==> config.mk <==
export PLATFORM = sky130hd
export DESIGN_NAME = program_security_fuse_ctrl
export DESIGN_NICKNAME = d
export VERILOG_FILES = /design/src/rtl/fuse_burn_driver.v /design/src/rtl/program_security_fuse_ctrl.v
export VERILOG_INCLUDE_DIRS = /design/src /design/src/shared
export SDC_FILE = /design/constraint.sdc
export NUM_CORES = 1
export LEC_CHECK = 0
export BUFFER_PORTS_ARGS = -buffer_cell sky130_fd_sc_hd__buf_2
export CAP_MARGIN = 20
export CORE_ASPECT_RATIO = 1.25
export CORE_UTILIZATION = 50
export CTS_CLUSTER_DIAMETER = 100
export DETAILED_ROUTE_END_ITERATION = 8
export GPL_TIMING_DRIVEN = 0
export PLACE_DENSITY = 0.8
export SLEW_MARGIN = 25
export SYNTH_ARGS = -nofsm -noshare
export SYNTH_HDL_FRONTEND = slang
export SYNTH_HIERARCHICAL = 1
export SYNTH_SLANG_ARGS = --single-unit
==> constraint.sdc <==
create_clock -name I_SYS_CLK -period 2.58 [get_ports I_SYS_CLK]
set_input_delay 0.258 -clock I_SYS_CLK [delete_from_list [all_inputs] [get_ports I_SYS_CLK]]
set_output_delay 0.258 -clock I_SYS_CLK [all_outputs]
set_load 0.02 [all_outputs]
==> src/shared/program_security_map.vh <==
/*
  register offsets, field positions, keys and timing for the program security block.
  assumes inclusion by bare name from design and bench files.
*/
`ifndef PROGRAM_SECURITY_MAP_VH
`define PROGRAM_SECURITY_MAP_VH

// sfr space (8-bit address)
`define FLASH_CONTROL_OFS      8'hB2
// xram-mapped space (16-bit address)
`define FUSE_BURN_TRIGGER_OFS  16'hFFD1
`define FUSE_UNLOCK_KEY_OFS    16'hFFD2
`define SECURITY_FUSE_OFS      16'hFFD7

// flash_control_reg fields
`define FC_WRITE_EN_BIT        0
`define FC_MASS_EN_BIT         1
`define FC_LOCK_BIT            6
// security_fuse_reg fields
`define SF_MODE1_BIT           0
`define SF_MODE0_BIT           1
`define SF_PIN_BIT             5
`define SF_PROG_EN_BIT         7

// keys
`define KEY_ARM                8'h54
`define KEY_SEL_MODE0          8'h81
`define KEY_SEL_MODE1          8'h82
`define KEY_BURN               8'hA6
`define KEY_CLEAR              8'h00

// reset values
`define FLASH_CONTROL_RST      8'h00
`define SECURITY_FUSE_RST      8'h00

// debug port commands
`define DBG_CMD_READ_FLASH     3'h0
`define DBG_CMD_READ_XRAM      3'h1
`define DBG_CMD_WRITE_FLASH    3'h2
`define DBG_CMD_PAGE_ERASE     3'h3
`define DBG_CMD_BULK_ERASE     3'h4
`define DBG_CMD_CORE_CTRL      3'h5

// timing
`define CLK_FREQ_MHZ           50
`define BURN_TIME_US           500
`define BURN_CYCLES            (`BURN_TIME_US * `CLK_FREQ_MHZ)

`endif

==> src/rtl/fuse_burn_driver.v <==
/*
  fuse burn sequencer: arm key, fuse select, burn pulse with time limit.
  assumes key writes arrive as one-cycle strobes from the register decoder.
*/
`timescale 1ns/1ps
`include "program_security_map.vh"

module fuse_burn_driver #(
  parameter BURN_CYCLES = `BURN_CYCLES
) (
  input  wire       i_clk,
  input  wire       i_resetn,
  input  wire       i_unlock_we,
  input  wire       i_trigger_we,
  input  wire [7:0] i_wdata,
  input  wire       i_prog_en,
  input  wire       i_sec_pin,
  output reg  [1:0] o_burn,
  output wire       o_busy
);

  localparam ST_IDLE  = 2'd0;
  localparam ST_ARMED = 2'd1;
  localparam ST_SEL   = 2'd2;
  localparam ST_BURN  = 2'd3;

  reg [1:0]  state_reg;
  reg [1:0]  state_next;
  reg        sel1_reg;
  reg        sel1_next;
  reg [31:0] timer_reg;
  reg [31:0] timer_next;

  assign o_busy = (state_reg == ST_BURN);

  always @* begin
    state_next = state_reg;
    sel1_next  = sel1_reg;
    timer_next = timer_reg;
    case (state_reg)
      ST_IDLE: begin
        if (i_unlock_we && i_wdata == `KEY_ARM) begin
          state_next = ST_ARMED;
        end
      end
      ST_ARMED: begin
        if (i_unlock_we) begin
          if (i_wdata == `KEY_SEL_MODE0 || i_wdata == `KEY_SEL_MODE1) begin
            state_next = ST_SEL;
            sel1_next  = (i_wdata == `KEY_SEL_MODE1);
          end else if (i_wdata != `KEY_ARM) begin
            state_next = ST_IDLE;
          end
        end
      end
      ST_SEL: begin
        if (i_unlock_we && i_wdata != `KEY_SEL_MODE0 && i_wdata != `KEY_SEL_MODE1) begin
          state_next = ST_IDLE; // any non-select key aborts; a second select key is ignored
        end else if (i_trigger_we && i_wdata == `KEY_BURN && i_prog_en) begin
          state_next = ST_BURN;
          timer_next = 32'h00000000;
        end
      end
      default: begin
        timer_next = timer_reg + 32'h00000001;
        if (i_trigger_we && i_wdata != `KEY_BURN) begin
          state_next = ST_IDLE;
        end else if (i_unlock_we && i_wdata == `KEY_CLEAR) begin
          state_next = ST_IDLE;
        end else if (timer_reg >= BURN_CYCLES - 1) begin
          state_next = ST_SEL;
        end
      end
    endcase
  end

  always @(posedge i_clk) begin
    if (!i_resetn) begin
      state_reg <= ST_IDLE;
      sel1_reg  <= 1'b0;
      timer_reg <= 32'h00000000;
      o_burn    <= 2'b00;
    end else begin
      state_reg <= state_next;
      sel1_reg  <= sel1_next;
      timer_reg <= timer_next;
      o_burn[0] <= (state_next == ST_BURN) && !sel1_next;
      // mode-1 burn needs the pin held high the whole time
      o_burn[1] <= (state_next == ST_BURN) && sel1_next && i_sec_pin;
    end
  end

endmodule

==> src/rtl/program_security_fuse_ctrl.v <==
/*
  program security: lock bit, security fuses, debug port and flash access gating.
  assumes sfr and xram register strobes last one cycle; fuse sense inputs
  reflect the physical fuse cells; all inputs synchronous to I_SYS_CLK.
*/
`timescale 1ns/1ps
`include "program_security_map.vh"

// Contract
// - lock bit clears on reset; software may set it, clearing writes ignored.
// - with protection active, debug port may only bulk erase.
// - with protection active, debug reads of flash or xram are refused.
// - with protection active, page zero erase refused from mpu and debug port.
// - with protection active, page zero byte writes refused from both sides.
// - any global flash erase also clears xram, protected or not.
// - protection leaves only via global erase then full reset; here any reset alone clears the lock bit and ends it.
// - lock bit protects only when mode-0 fuse, bit 1, is blown.
// - blown fuses stay in force; no write or reset overrides them.
// - mode-1 fuse disables the debug port at once and forever.
// - mode-1 fuse state is sampled during reset, before boot starts.
// - security register bit 5 reads back the security pin level.
// - burn key blows the fuse; firmware later writes zero to both registers.
// - security register bit 7 set permits fuse programming.
// - any non-burn value written to the trigger stops the burn.
module program_security_fuse_ctrl #(
  parameter BURN_CYCLES = `BURN_CYCLES
) (
  input  wire        I_SYS_CLK,
  input  wire        I_RESETN,
  input  wire [7:0]  I_SFR_ADDR,
  input  wire        I_SFR_WE,
  input  wire        I_SFR_RE,
  input  wire [7:0]  I_SFR_WDATA,
  output reg  [7:0]  O_SFR_RDATA,
  input  wire [15:0] I_XADDR,
  input  wire        I_XWE,
  input  wire        I_XRE,
  input  wire [7:0]  I_XWDATA,
  output reg  [7:0]  O_XRDATA,
  input  wire        I_SEC_PIN,
  input  wire [1:0]  I_FUSE_SENSE,
  output wire [1:0]  O_FUSE_BURN,
  output wire        O_BURN_BUSY,
  input  wire        I_DBG_REQ,
  input  wire [2:0]  I_DBG_CMD,
  input  wire [6:0]  I_DBG_PAGE,
  output wire        O_DBG_GRANT,
  output wire        O_DBG_REFUSE,
  output wire        O_DBG_ENABLED,
  input  wire        I_MPU_PAGE_ERASE,
  input  wire        I_MPU_FLASH_WR,
  input  wire        I_MPU_MASS_ERASE,
  input  wire [6:0]  I_MPU_PAGE,
  output wire        O_MPU_GRANT,
  output wire        O_MPU_REFUSE,
  input  wire        I_FLASH_BYTE_DONE,
  output wire        O_FLASH_WRITE_SEL,
  output reg         O_XRAM_CLEAR,
  output wire        O_PROTECT_ACTIVE
);

  reg  lock_reg;
  reg  write_en_reg;
  reg  mass_en_reg;
  reg  prog_en_reg;
  reg  mode0_fuse_reg;
  reg  mode1_fuse_reg;

  localparam [7:0] FC_RST = `FLASH_CONTROL_RST;
  localparam [7:0] SF_RST = `SECURITY_FUSE_RST;

  wire sfr_fc_we  = I_SFR_WE && (I_SFR_ADDR == `FLASH_CONTROL_OFS);
  wire trig_we    = I_XWE && (I_XADDR == `FUSE_BURN_TRIGGER_OFS);
  wire unlock_we  = I_XWE && (I_XADDR == `FUSE_UNLOCK_KEY_OFS);
  wire sec_we     = I_XWE && (I_XADDR == `SECURITY_FUSE_OFS);

  wire protect    = lock_reg && mode0_fuse_reg;
  wire dbg_on     = !mode1_fuse_reg && !I_FUSE_SENSE[1];

  // debug port gating
  wire dbg_bulk   = (I_DBG_CMD == `DBG_CMD_BULK_ERASE);
  wire dbg_read   = (I_DBG_CMD == `DBG_CMD_READ_FLASH) || (I_DBG_CMD == `DBG_CMD_READ_XRAM);
  wire dbg_page0  = (I_DBG_PAGE == 7'h00) &&
                    ((I_DBG_CMD == `DBG_CMD_PAGE_ERASE) || (I_DBG_CMD == `DBG_CMD_WRITE_FLASH));
  wire dbg_block  = !dbg_on ||
                    (protect && !dbg_bulk) ||
                    (protect && dbg_read) ||
                    (protect && dbg_page0);

  assign O_DBG_GRANT   = I_DBG_REQ && !dbg_block;
  assign O_DBG_REFUSE  = I_DBG_REQ && dbg_block;
  assign O_DBG_ENABLED = dbg_on;

  // mpu flash gating
  wire mpu_req    = I_MPU_PAGE_ERASE || I_MPU_FLASH_WR || I_MPU_MASS_ERASE;
  wire mpu_page0  = (I_MPU_PAGE == 7'h00) && (I_MPU_PAGE_ERASE || I_MPU_FLASH_WR);
  wire mpu_block  = (protect && mpu_page0) ||
                    (I_MPU_FLASH_WR && !write_en_reg) ||
                    (I_MPU_MASS_ERASE && (!mass_en_reg || !dbg_on));

  assign O_MPU_GRANT  = mpu_req && !mpu_block;
  assign O_MPU_REFUSE = mpu_req && mpu_block;

  wire global_erase = (O_DBG_GRANT && dbg_bulk) || (O_MPU_GRANT && I_MPU_MASS_ERASE);

  assign O_FLASH_WRITE_SEL = write_en_reg;
  assign O_PROTECT_ACTIVE  = protect;

  // fuse state: sampled during reset, sticky afterwards
  always @(posedge I_SYS_CLK) begin
    if (!I_RESETN) begin
      mode0_fuse_reg <= I_FUSE_SENSE[0];
      mode1_fuse_reg <= I_FUSE_SENSE[1];
    end else begin
      mode0_fuse_reg <= mode0_fuse_reg | I_FUSE_SENSE[0];
      mode1_fuse_reg <= mode1_fuse_reg | I_FUSE_SENSE[1];
    end
  end

  // flash control and security register writes
  always @(posedge I_SYS_CLK) begin
    if (!I_RESETN) begin
      lock_reg     <= FC_RST[`FC_LOCK_BIT];
      write_en_reg <= FC_RST[`FC_WRITE_EN_BIT];
      mass_en_reg  <= FC_RST[`FC_MASS_EN_BIT];
      prog_en_reg  <= SF_RST[`SF_PROG_EN_BIT];
      O_XRAM_CLEAR <= 1'b0;
    end else begin
      O_XRAM_CLEAR <= global_erase;
      if (sfr_fc_we && I_SFR_WDATA[`FC_LOCK_BIT]) begin
        lock_reg <= 1'b1; // set only, zero ignored
      end
      if (sfr_fc_we) begin
        write_en_reg <= I_SFR_WDATA[`FC_WRITE_EN_BIT];
      end else if (I_FLASH_BYTE_DONE) begin
        write_en_reg <= 1'b0;
      end
      if (sfr_fc_we) begin
        mass_en_reg <= I_SFR_WDATA[`FC_MASS_EN_BIT];
      end else if (O_MPU_GRANT && I_MPU_MASS_ERASE) begin
        mass_en_reg <= 1'b0;
      end
      if (sec_we) begin
        prog_en_reg <= I_XWDATA[`SF_PROG_EN_BIT];
      end
    end
  end

  // register reads
  always @(posedge I_SYS_CLK) begin
    if (!I_RESETN) begin
      O_SFR_RDATA <= 8'h00;
      O_XRDATA    <= 8'h00;
    end else begin
      if (I_SFR_RE && I_SFR_ADDR == `FLASH_CONTROL_OFS) begin
        O_SFR_RDATA <= {1'b0, lock_reg, 5'b00000, write_en_reg};
      end else begin
        O_SFR_RDATA <= 8'h00;
      end
      if (I_XRE && I_XADDR == `SECURITY_FUSE_OFS) begin
        O_XRDATA <= {prog_en_reg, 1'b0, I_SEC_PIN, 3'b000,
                     mode0_fuse_reg, mode1_fuse_reg};
      end else begin
        O_XRDATA <= 8'h00;
      end
    end
  end

  fuse_burn_driver #(
    .BURN_CYCLES (BURN_CYCLES)
  ) u_burn (
    .i_clk        (I_SYS_CLK),
    .i_resetn     (I_RESETN),
    .i_unlock_we  (unlock_we),
    .i_trigger_we (trig_we),
    .i_wdata      (I_XWDATA),
    .i_prog_en    (prog_en_reg),
    .i_sec_pin    (I_SEC_PIN),
    .o_burn       (O_FUSE_BURN),
    .o_busy       (O_BURN_BUSY)
  );

endmodule

# Yosys cells after proc, flatten, opt, wreduce, memory -nomap -nowiden
# Index checks and enable logic that the tools add are counted.
# classes
n_addsub	1
reduce_logical	65
bitwise	3
eq_ne	22
muxes	22
magnitude_cmp	1
# ops
op	n
2-to-1 mux 32 bit	2
one-hot mux 32 bit (2 select lines)	1
== test 16 bit (second input constant)	3
logical AND 1 bit	33
adder 32 x 1 -> 32 bit (second input constant)	1
== test 8 bit (second input constant)	4
greater-or-equal comparator 32 x 15 -> 1 bit (second input constant)	1
inequality test 8 bit (second input constant)	3
2-to-1 mux 2 bit	9
zero test 7 bit	2
logical OR 1 bit	12
zero test 1 bit	9
2-to-1 mux 1 bit	9
== test 8 x 7 -> 1 bit (second input constant)	1
zero test 8 bit	1
inequality test 8 x 7 -> 1 bit (second input constant)	1
== test 2 bit (second input constant)	3
== test 3 x 2 -> 1 bit (second input constant)	2
one-hot mux 2 bit (3 select lines)	1
AND reduction 2 bit	2
nonzero test 2 bit	2
== test 3 x 1 -> 1 bit (second input constant)	1
== test 3 bit (second input constant)	1
zero test 3 bit	1
other kinds (8)	9
# totals
regBits	60
word_cells	129

# Depth between registers and ports, before layout
# logic_depth
ltp_word	11
ltp_mapped	9

# Cells and area by module
# Netlist, hierarchy kept.
# modules_own_cells
module	cells_per_inst	seq_area_each_um2	n_inst	area_each_um2
fuse_burn_driver	252	740.7	1	2064.5
program_security_fuse_ctrl	79	260.2	1	726.9

# Least setup slack after synthesis
# OpenSTA, ideal clock, no wires.
# synth_timing
path_type	input -> register
startpoint	in I_XADDR[11]
endpoint	reg u_burn.o_burn[1]
arrival_time_ns	2.064
n_path_buf	1
required_time_ns	2.447
setup_ns	0.133
cell_stages	9
slack_ns	0.383
cell_sequence	nand4_1 > or4b_1 > nor3_2 > and3b_1 > clkbuf_1 > nand4b_1 > and3_1 > a211oi_1 > nor3_1
# synth_via
elab_cells_between_ends	23
# synth_rtl
element	line_no	text
start, declared	program_security_fuse_ctrl.v:35	input wire [15:0] I_XADDR,
== test 16 bit (no line) *	n/a	
logical AND 1 bit *	program_security_fuse_ctrl.v:74	wire unlock_we = I_XWE && (I_XADDR == `FUSE_UNLOCK_KEY_OFS);
named net unlock_we	program_security_fuse_ctrl.v:74	
logical AND 1 bit (no line)	n/a	
2-to-1 mux 2 bit / logical AND 1 bit (equally long branches)	n/a	
2-to-1 mux 2 bit (on tied branches)	fuse_burn_driver.v:66, fuse_burn_driver.v:57	
one-hot mux 2 bit (3 select lines)	fuse_burn_driver.v:40	case (state_reg)
== test 2 bit	fuse_burn_driver.v:89	o_burn[1] <= (state_next == ST_BURN) && sel1_next && i_sec_pin;
logical AND 1 bit * (2 in a row)	fuse_burn_driver.v:89	
end signal, assigned	fuse_burn_driver.v:89	
end, declared	fuse_burn_driver.v:18	output reg [1:0] o_burn,
# Mark *: on every way through the listed nets, which the timed path passes. The rest lies on a longest branch.
# A chain may end at the register's enable or synchronous reset.

# Worst setup path in the final report
# layout_timing
startpoint	in I_XADDR[11]
endpoint	reg u_burn.timer_reg[16]
# layout_via
elab_chain_cells	6
elab_cells_between_ends	11
# layout_lines
element	line_no	text
== test 16 bit (no line)	n/a	
logical AND 1 bit	program_security_fuse_ctrl.v:73	wire trig_we = I_XWE && (I_XADDR == `FUSE_BURN_TRIGGER_OFS);
named net trig_we	program_security_fuse_ctrl.v:73	
logical AND 1 bit (no line)	n/a	
logical AND 1 bit	fuse_burn_driver.v:59	end else if (i_trigger_we && i_wdata == `KEY_BURN && i_prog_en) begin
inequality test 2 x 1 -> 1 bit (no line)	n/a	
AND reduction 3 bit (no line)	n/a	
end signal, assigned	fuse_burn_driver.v:86	timer_reg <= timer_next;
end, declared	fuse_burn_driver.v:31	reg [31:0] timer_reg;
# The timed path passes the listed nets, and every way through them passes these cells.

==> results.sh <==
export IMPL_setup_reg_to_reg_worst_slack_ps=430
export IMPL_place_congestion=0.8592
export IMPL_synth_simple_gate_area_share_pct=37.25
export IMPL_power_mw=1.385
export IMPL_cpLargestDelayFamily="simple AND/OR/NAND/NOR gates"
export IMPL_worst_setup_path_startpoint="I_XADDR[11]"
export IMPL_internal_power_mw=1.055
export IMPL_yosys_register_bits=50
export IMPL_worstPathMaxFanout=8
export IMPL_cpPeakStageDelay_ps=520
export IMPL_grt_max_degree=15
export IMPL_status="complete, but fails checks"
export IMPL_clockBufferDepth=2
export IMPL_die_area_um2=5888
export IMPL_drive_gt1_share_pct=27.66
export IMPL_critical_path_n_buffers_inverters=1
export IMPL_timing_final_crit_share_pct=87.59
export IMPL_timing_final_ws_setup_ps=320.2
export IMPL_rsz0062_at_grt="no"
export IMPL_clock_tree_root_cell="sky130_fd_sc_hd__clkbuf_8"
export IMPL_buffers_added_on_ports=75
export IMPL_cp_slowest_cell="sky130_fd_sc_hd__or4b_1"
export IMPL_max_slew_worst_pin_slew_ps=629.6
export IMPL_clock_buffer_count_from_cts=5
export IMPL_syn2layout_area_growth_pct=20.93
export IMPL_seq_power_share_pct=56.0
export IMPL_rr_startpoint="u_burn/timer_reg[5]"
export IMPL_ant_nets=0
export IMPL_fin_crit_ps=2260
export IMPL_finalHoldViolCount=0
export IMPL_grt_antenna_before_repair=0
export IMPL_first_iter_violations=147
export IMPL_post_synth_num_cell_types=71
export IMPL_cell_by_cell_trace_of_the_critical_path="buf_2 -> nand4_1 -> or4b_1 -> nor3_2 -> and3b_1 -> nand2_1 -> a2111oi_4 -> o21a_2 -> nor2_2 -> a211o_1"
export IMPL_power_share_clock_pct=34.3
export IMPL_clock_tree_htree_level_count=2
export IMPL_crit_path_end_kind="flip-flop"
export IMPL_tns_ps=0
export IMPL_number_of_synthesized_flops_with_an_enable_pin=0
export IMPL_grt_pass1_vias=2659
export IMPL_globalRouteOverflowTotal=0
export IMPL_slew_violations=0
export IMPL_post_drt_wl_per_cell_um=14.16
export IMPL_syn_avg_cell_area_um2=8.433
export IMPL_critical_path_required_ps=2770
export IMPL_design_portCount=98
export IMPL_syn_cell_area_um2=2791
export IMPL_synth_area_in_compound_gates_pct=16.99
export IMPL_gr_usage_all_layers_pct=25.70
export IMPL_max_reg_flops=32
export IMPL_min_delay_start="I_FUSE_SENSE[0]"
export IMPL_start_util_pct=51.64
export IMPL_detailed_place_hpwl_um=5242
export IMPL_asyncSetResetFlopFracSynth_pct=0
export IMPL_synthesis_yosys_warnings=6
export IMPL_die_w_um=68.83
export IMPL_cts_hold_buf=0
export IMPL_p_leak_nw=1.420
export IMPL_crit_type="input pin to flip-flop"
export IMPL_hold_path_depth=2
export IMPL_cts_sinks=50
export IMPL_synth_adder_area_share_pct=0.4482
export IMPL_main_combinational_cell_family_by_area_after_synthesis="simple AND/OR/NAND/NOR gates"
export IMPL_postSynthCellCount=331
export IMPL_worstRegToRegCells=5
export IMPL_power_per_cell_area_nw_per_um2=410.3
export IMPL_finalWirelength_um=6895
export IMPL_data_arrival_time_of_the_critical_path_ps=2450
export IMPL_whs_endpoint="mode0_fuse_reg"
export IMPL_detail_route_drc_violations=1
export IMPL_relative_slew_slack_pct=57.64
export IMPL_antennaDiodeCount=0
export IMPL_clk_latency_ps=300
export IMPL_viasPerCell=5.881
export IMPL_setup_slack_at_placement_ps=-51.79
export IMPL_postSynth_topFlopCell="sky130_fd_sc_hd__dfxtp_1"
export IMPL_row_count=30
export IMPL_crit_reg2reg_capture="u_burn/timer_reg[31]"
export IMPL_die_height_um=85.54
export IMPL_synth_mux_area_fraction_pct=1.121
export IMPL_setup_violations_final=0
export IMPL_layout_nets=494
export IMPL_peakVddDrop_v=0.0002772
export IMPL_synth_yosys_seq_area_share_pct=35.86
export IMPL_wire_length_of_the_first_global_routing_pass_um=11610
export IMPL_failed_checks="DRC"
export IMPL_maxClockFrequency_mhz=442.5
export IMPL_combinationalPowerShare_pct=9.7
export IMPL_drv_max_cap_violation_count=0
export IMPL_clock_skew_ps=7.000
export IMPL_switching_power_mw=0.3302
export IMPL_hold_class="input pin to flip-flop"
export IMPL_synth_xor_xnor_area_share_pct=2.510
export IMPL_cts_tree="built"
export IMPL_path_clk_slew_ps=90
export IMPL_cts_post_setup_buffers_inserted=0
export IMPL_start_kind="input pin"
export IMPL_vias=2864
export IMPL_dr_pass1_iters=6
export IMPL_placeableCoreArea_um2=5405
export IMPL_p_sw_share_pct=23.84
-- synth_stat cells (all sizes together) (5+ instances only) --
library cell  instances  share of area [%]
nand3                12                2.2
nand2                30                4.1
a21oi                15                2.7
dfxtp                50                 36
nand2b                5                1.1
clkbuf                5               0.72
nand4                15                3.6
o21ai                15                2.7
o211ai                5                1.3
nor4                 11                2.7
and3                 13                3.3
o21a                  5                1.4
nor3                 15                2.9
nand4b                5                2.1
nor2                 26                3.6
and2                 10                2.3
or3                   6                1.3
buf                  11                3.1
inv                   9                1.2
-- worst max-delay path by stage --
stage / to / cells after the start
after detailed placement: u_burn/timer_reg[29] / 10
after CTS: u_burn/timer_reg[29] / 10
after global placement: u_burn/timer_reg[31] / 10
final: u_burn/timer_reg[16] / 10
after floorplan: u_burn/o_burn[1] / 9
after global routing: u_burn/timer_reg[29] / 10
-- cell type report --
cell class	count	area, um2
buffer	17	125.1
clock buffer	7	86.33
clock inverter	1	5.005
fill	481	2029
inverter	9	33.78
multi-input combinational	264	1669
sequential	50	1001
tap	64	80.08
timing repair buffer	75	375.4
-- cells in the final DEF, fill, tap and decap left out, types with 5 or more instances in the layout --
| master | instances |
|---|---|
| sky130_fd_sc_hd__a21oi_1 | 14 |
| sky130_fd_sc_hd__and2_1 | 9 |
| sky130_fd_sc_hd__and3_1 | 10 |
| sky130_fd_sc_hd__buf_2 | 75 |
| sky130_fd_sc_hd__buf_4 | 10 |
| sky130_fd_sc_hd__clkbuf_1 | 5 |
| sky130_fd_sc_hd__clkbuf_8 | 6 |
| sky130_fd_sc_hd__conb_1 | 10 |
| sky130_fd_sc_hd__dfxtp_1 | 50 |
| sky130_fd_sc_hd__inv_1 | 9 |
| sky130_fd_sc_hd__nand2_1 | 29 |
| sky130_fd_sc_hd__nand2b_1 | 5 |
| sky130_fd_sc_hd__nand3_1 | 12 |
| sky130_fd_sc_hd__nand4_1 | 14 |
| sky130_fd_sc_hd__nor2_1 | 25 |
| sky130_fd_sc_hd__nor3_1 | 14 |
| sky130_fd_sc_hd__nor4_1 | 10 |
| sky130_fd_sc_hd__o211ai_1 | 5 |
| sky130_fd_sc_hd__o21ai_0 | 15 |
| sky130_fd_sc_hd__or3_1 | 6 |
-- metal layers --
layer  vias to the layer above  routed length (um)  GRT usage, %
met1                      1346                2932         31.57
met5                         -                   0             0
met2                       112                3485         43.14
li1                       1396                   -             -
met4                         0                  97         10.76
met3                        10                 380         4.521
-- worst register-to-register path: cells and delay by family (launching register included) --
family           cells  cell delay, ps
multiplexers         1             250
AO/OA/AOI/OAI        1             330
flip-flops           1             470
AND/OR/NAND/NOR      3             980
-- per-stage QoR --
step                cell area, um2  hold WS, ps  std cells  utilization [%]
CTS                           3372        117.2        487            62.38
detailed placement            3281        441.9        479            60.69
finish                        3376        123.0        487            62.45
floorplan                     2825        344.0        340                -
global route                  3376        111.2        487            62.45
global placement              3281        428.8        479            60.69
-- what timing repair did --
item                                    CTS  global route
endpoints found under the setup margin    0             1
resized for setup                         0             1
endpoints found under the hold margin     0             0
-- power by group through the flow --
stage / clock [mW] / sequential [mW] / combinational, mW
after CTS: 0.484 / 0.775 / 0.134
final: 0.475 / 0.775 / 0.135
after global routing: 0.514 / 0.776 / 0.148
after floorplan: 0 / 0.794 / 0.0658
after detailed placement: 0 / 0.793 / 0.134
after global placement: 0 / 0.793 / 0.132
-- logic make-up (layout without fill, tap and decap cells) --
| family | Yosys count | count (layout) |
|---|---|---|
| mux | 3 | 3 |
| buf+inv | 26 | 109 |
| compound gates | 68 | 68 |
| xor+xnor | 8 | 8 |
| fa+ha+maj | 1 | 1 |
| other cells | 1 | 10 |
| simple gates | 174 | 174 |
| flops | 50 | 50 |
Note: power is estimated with default switching activity, not from simulation.
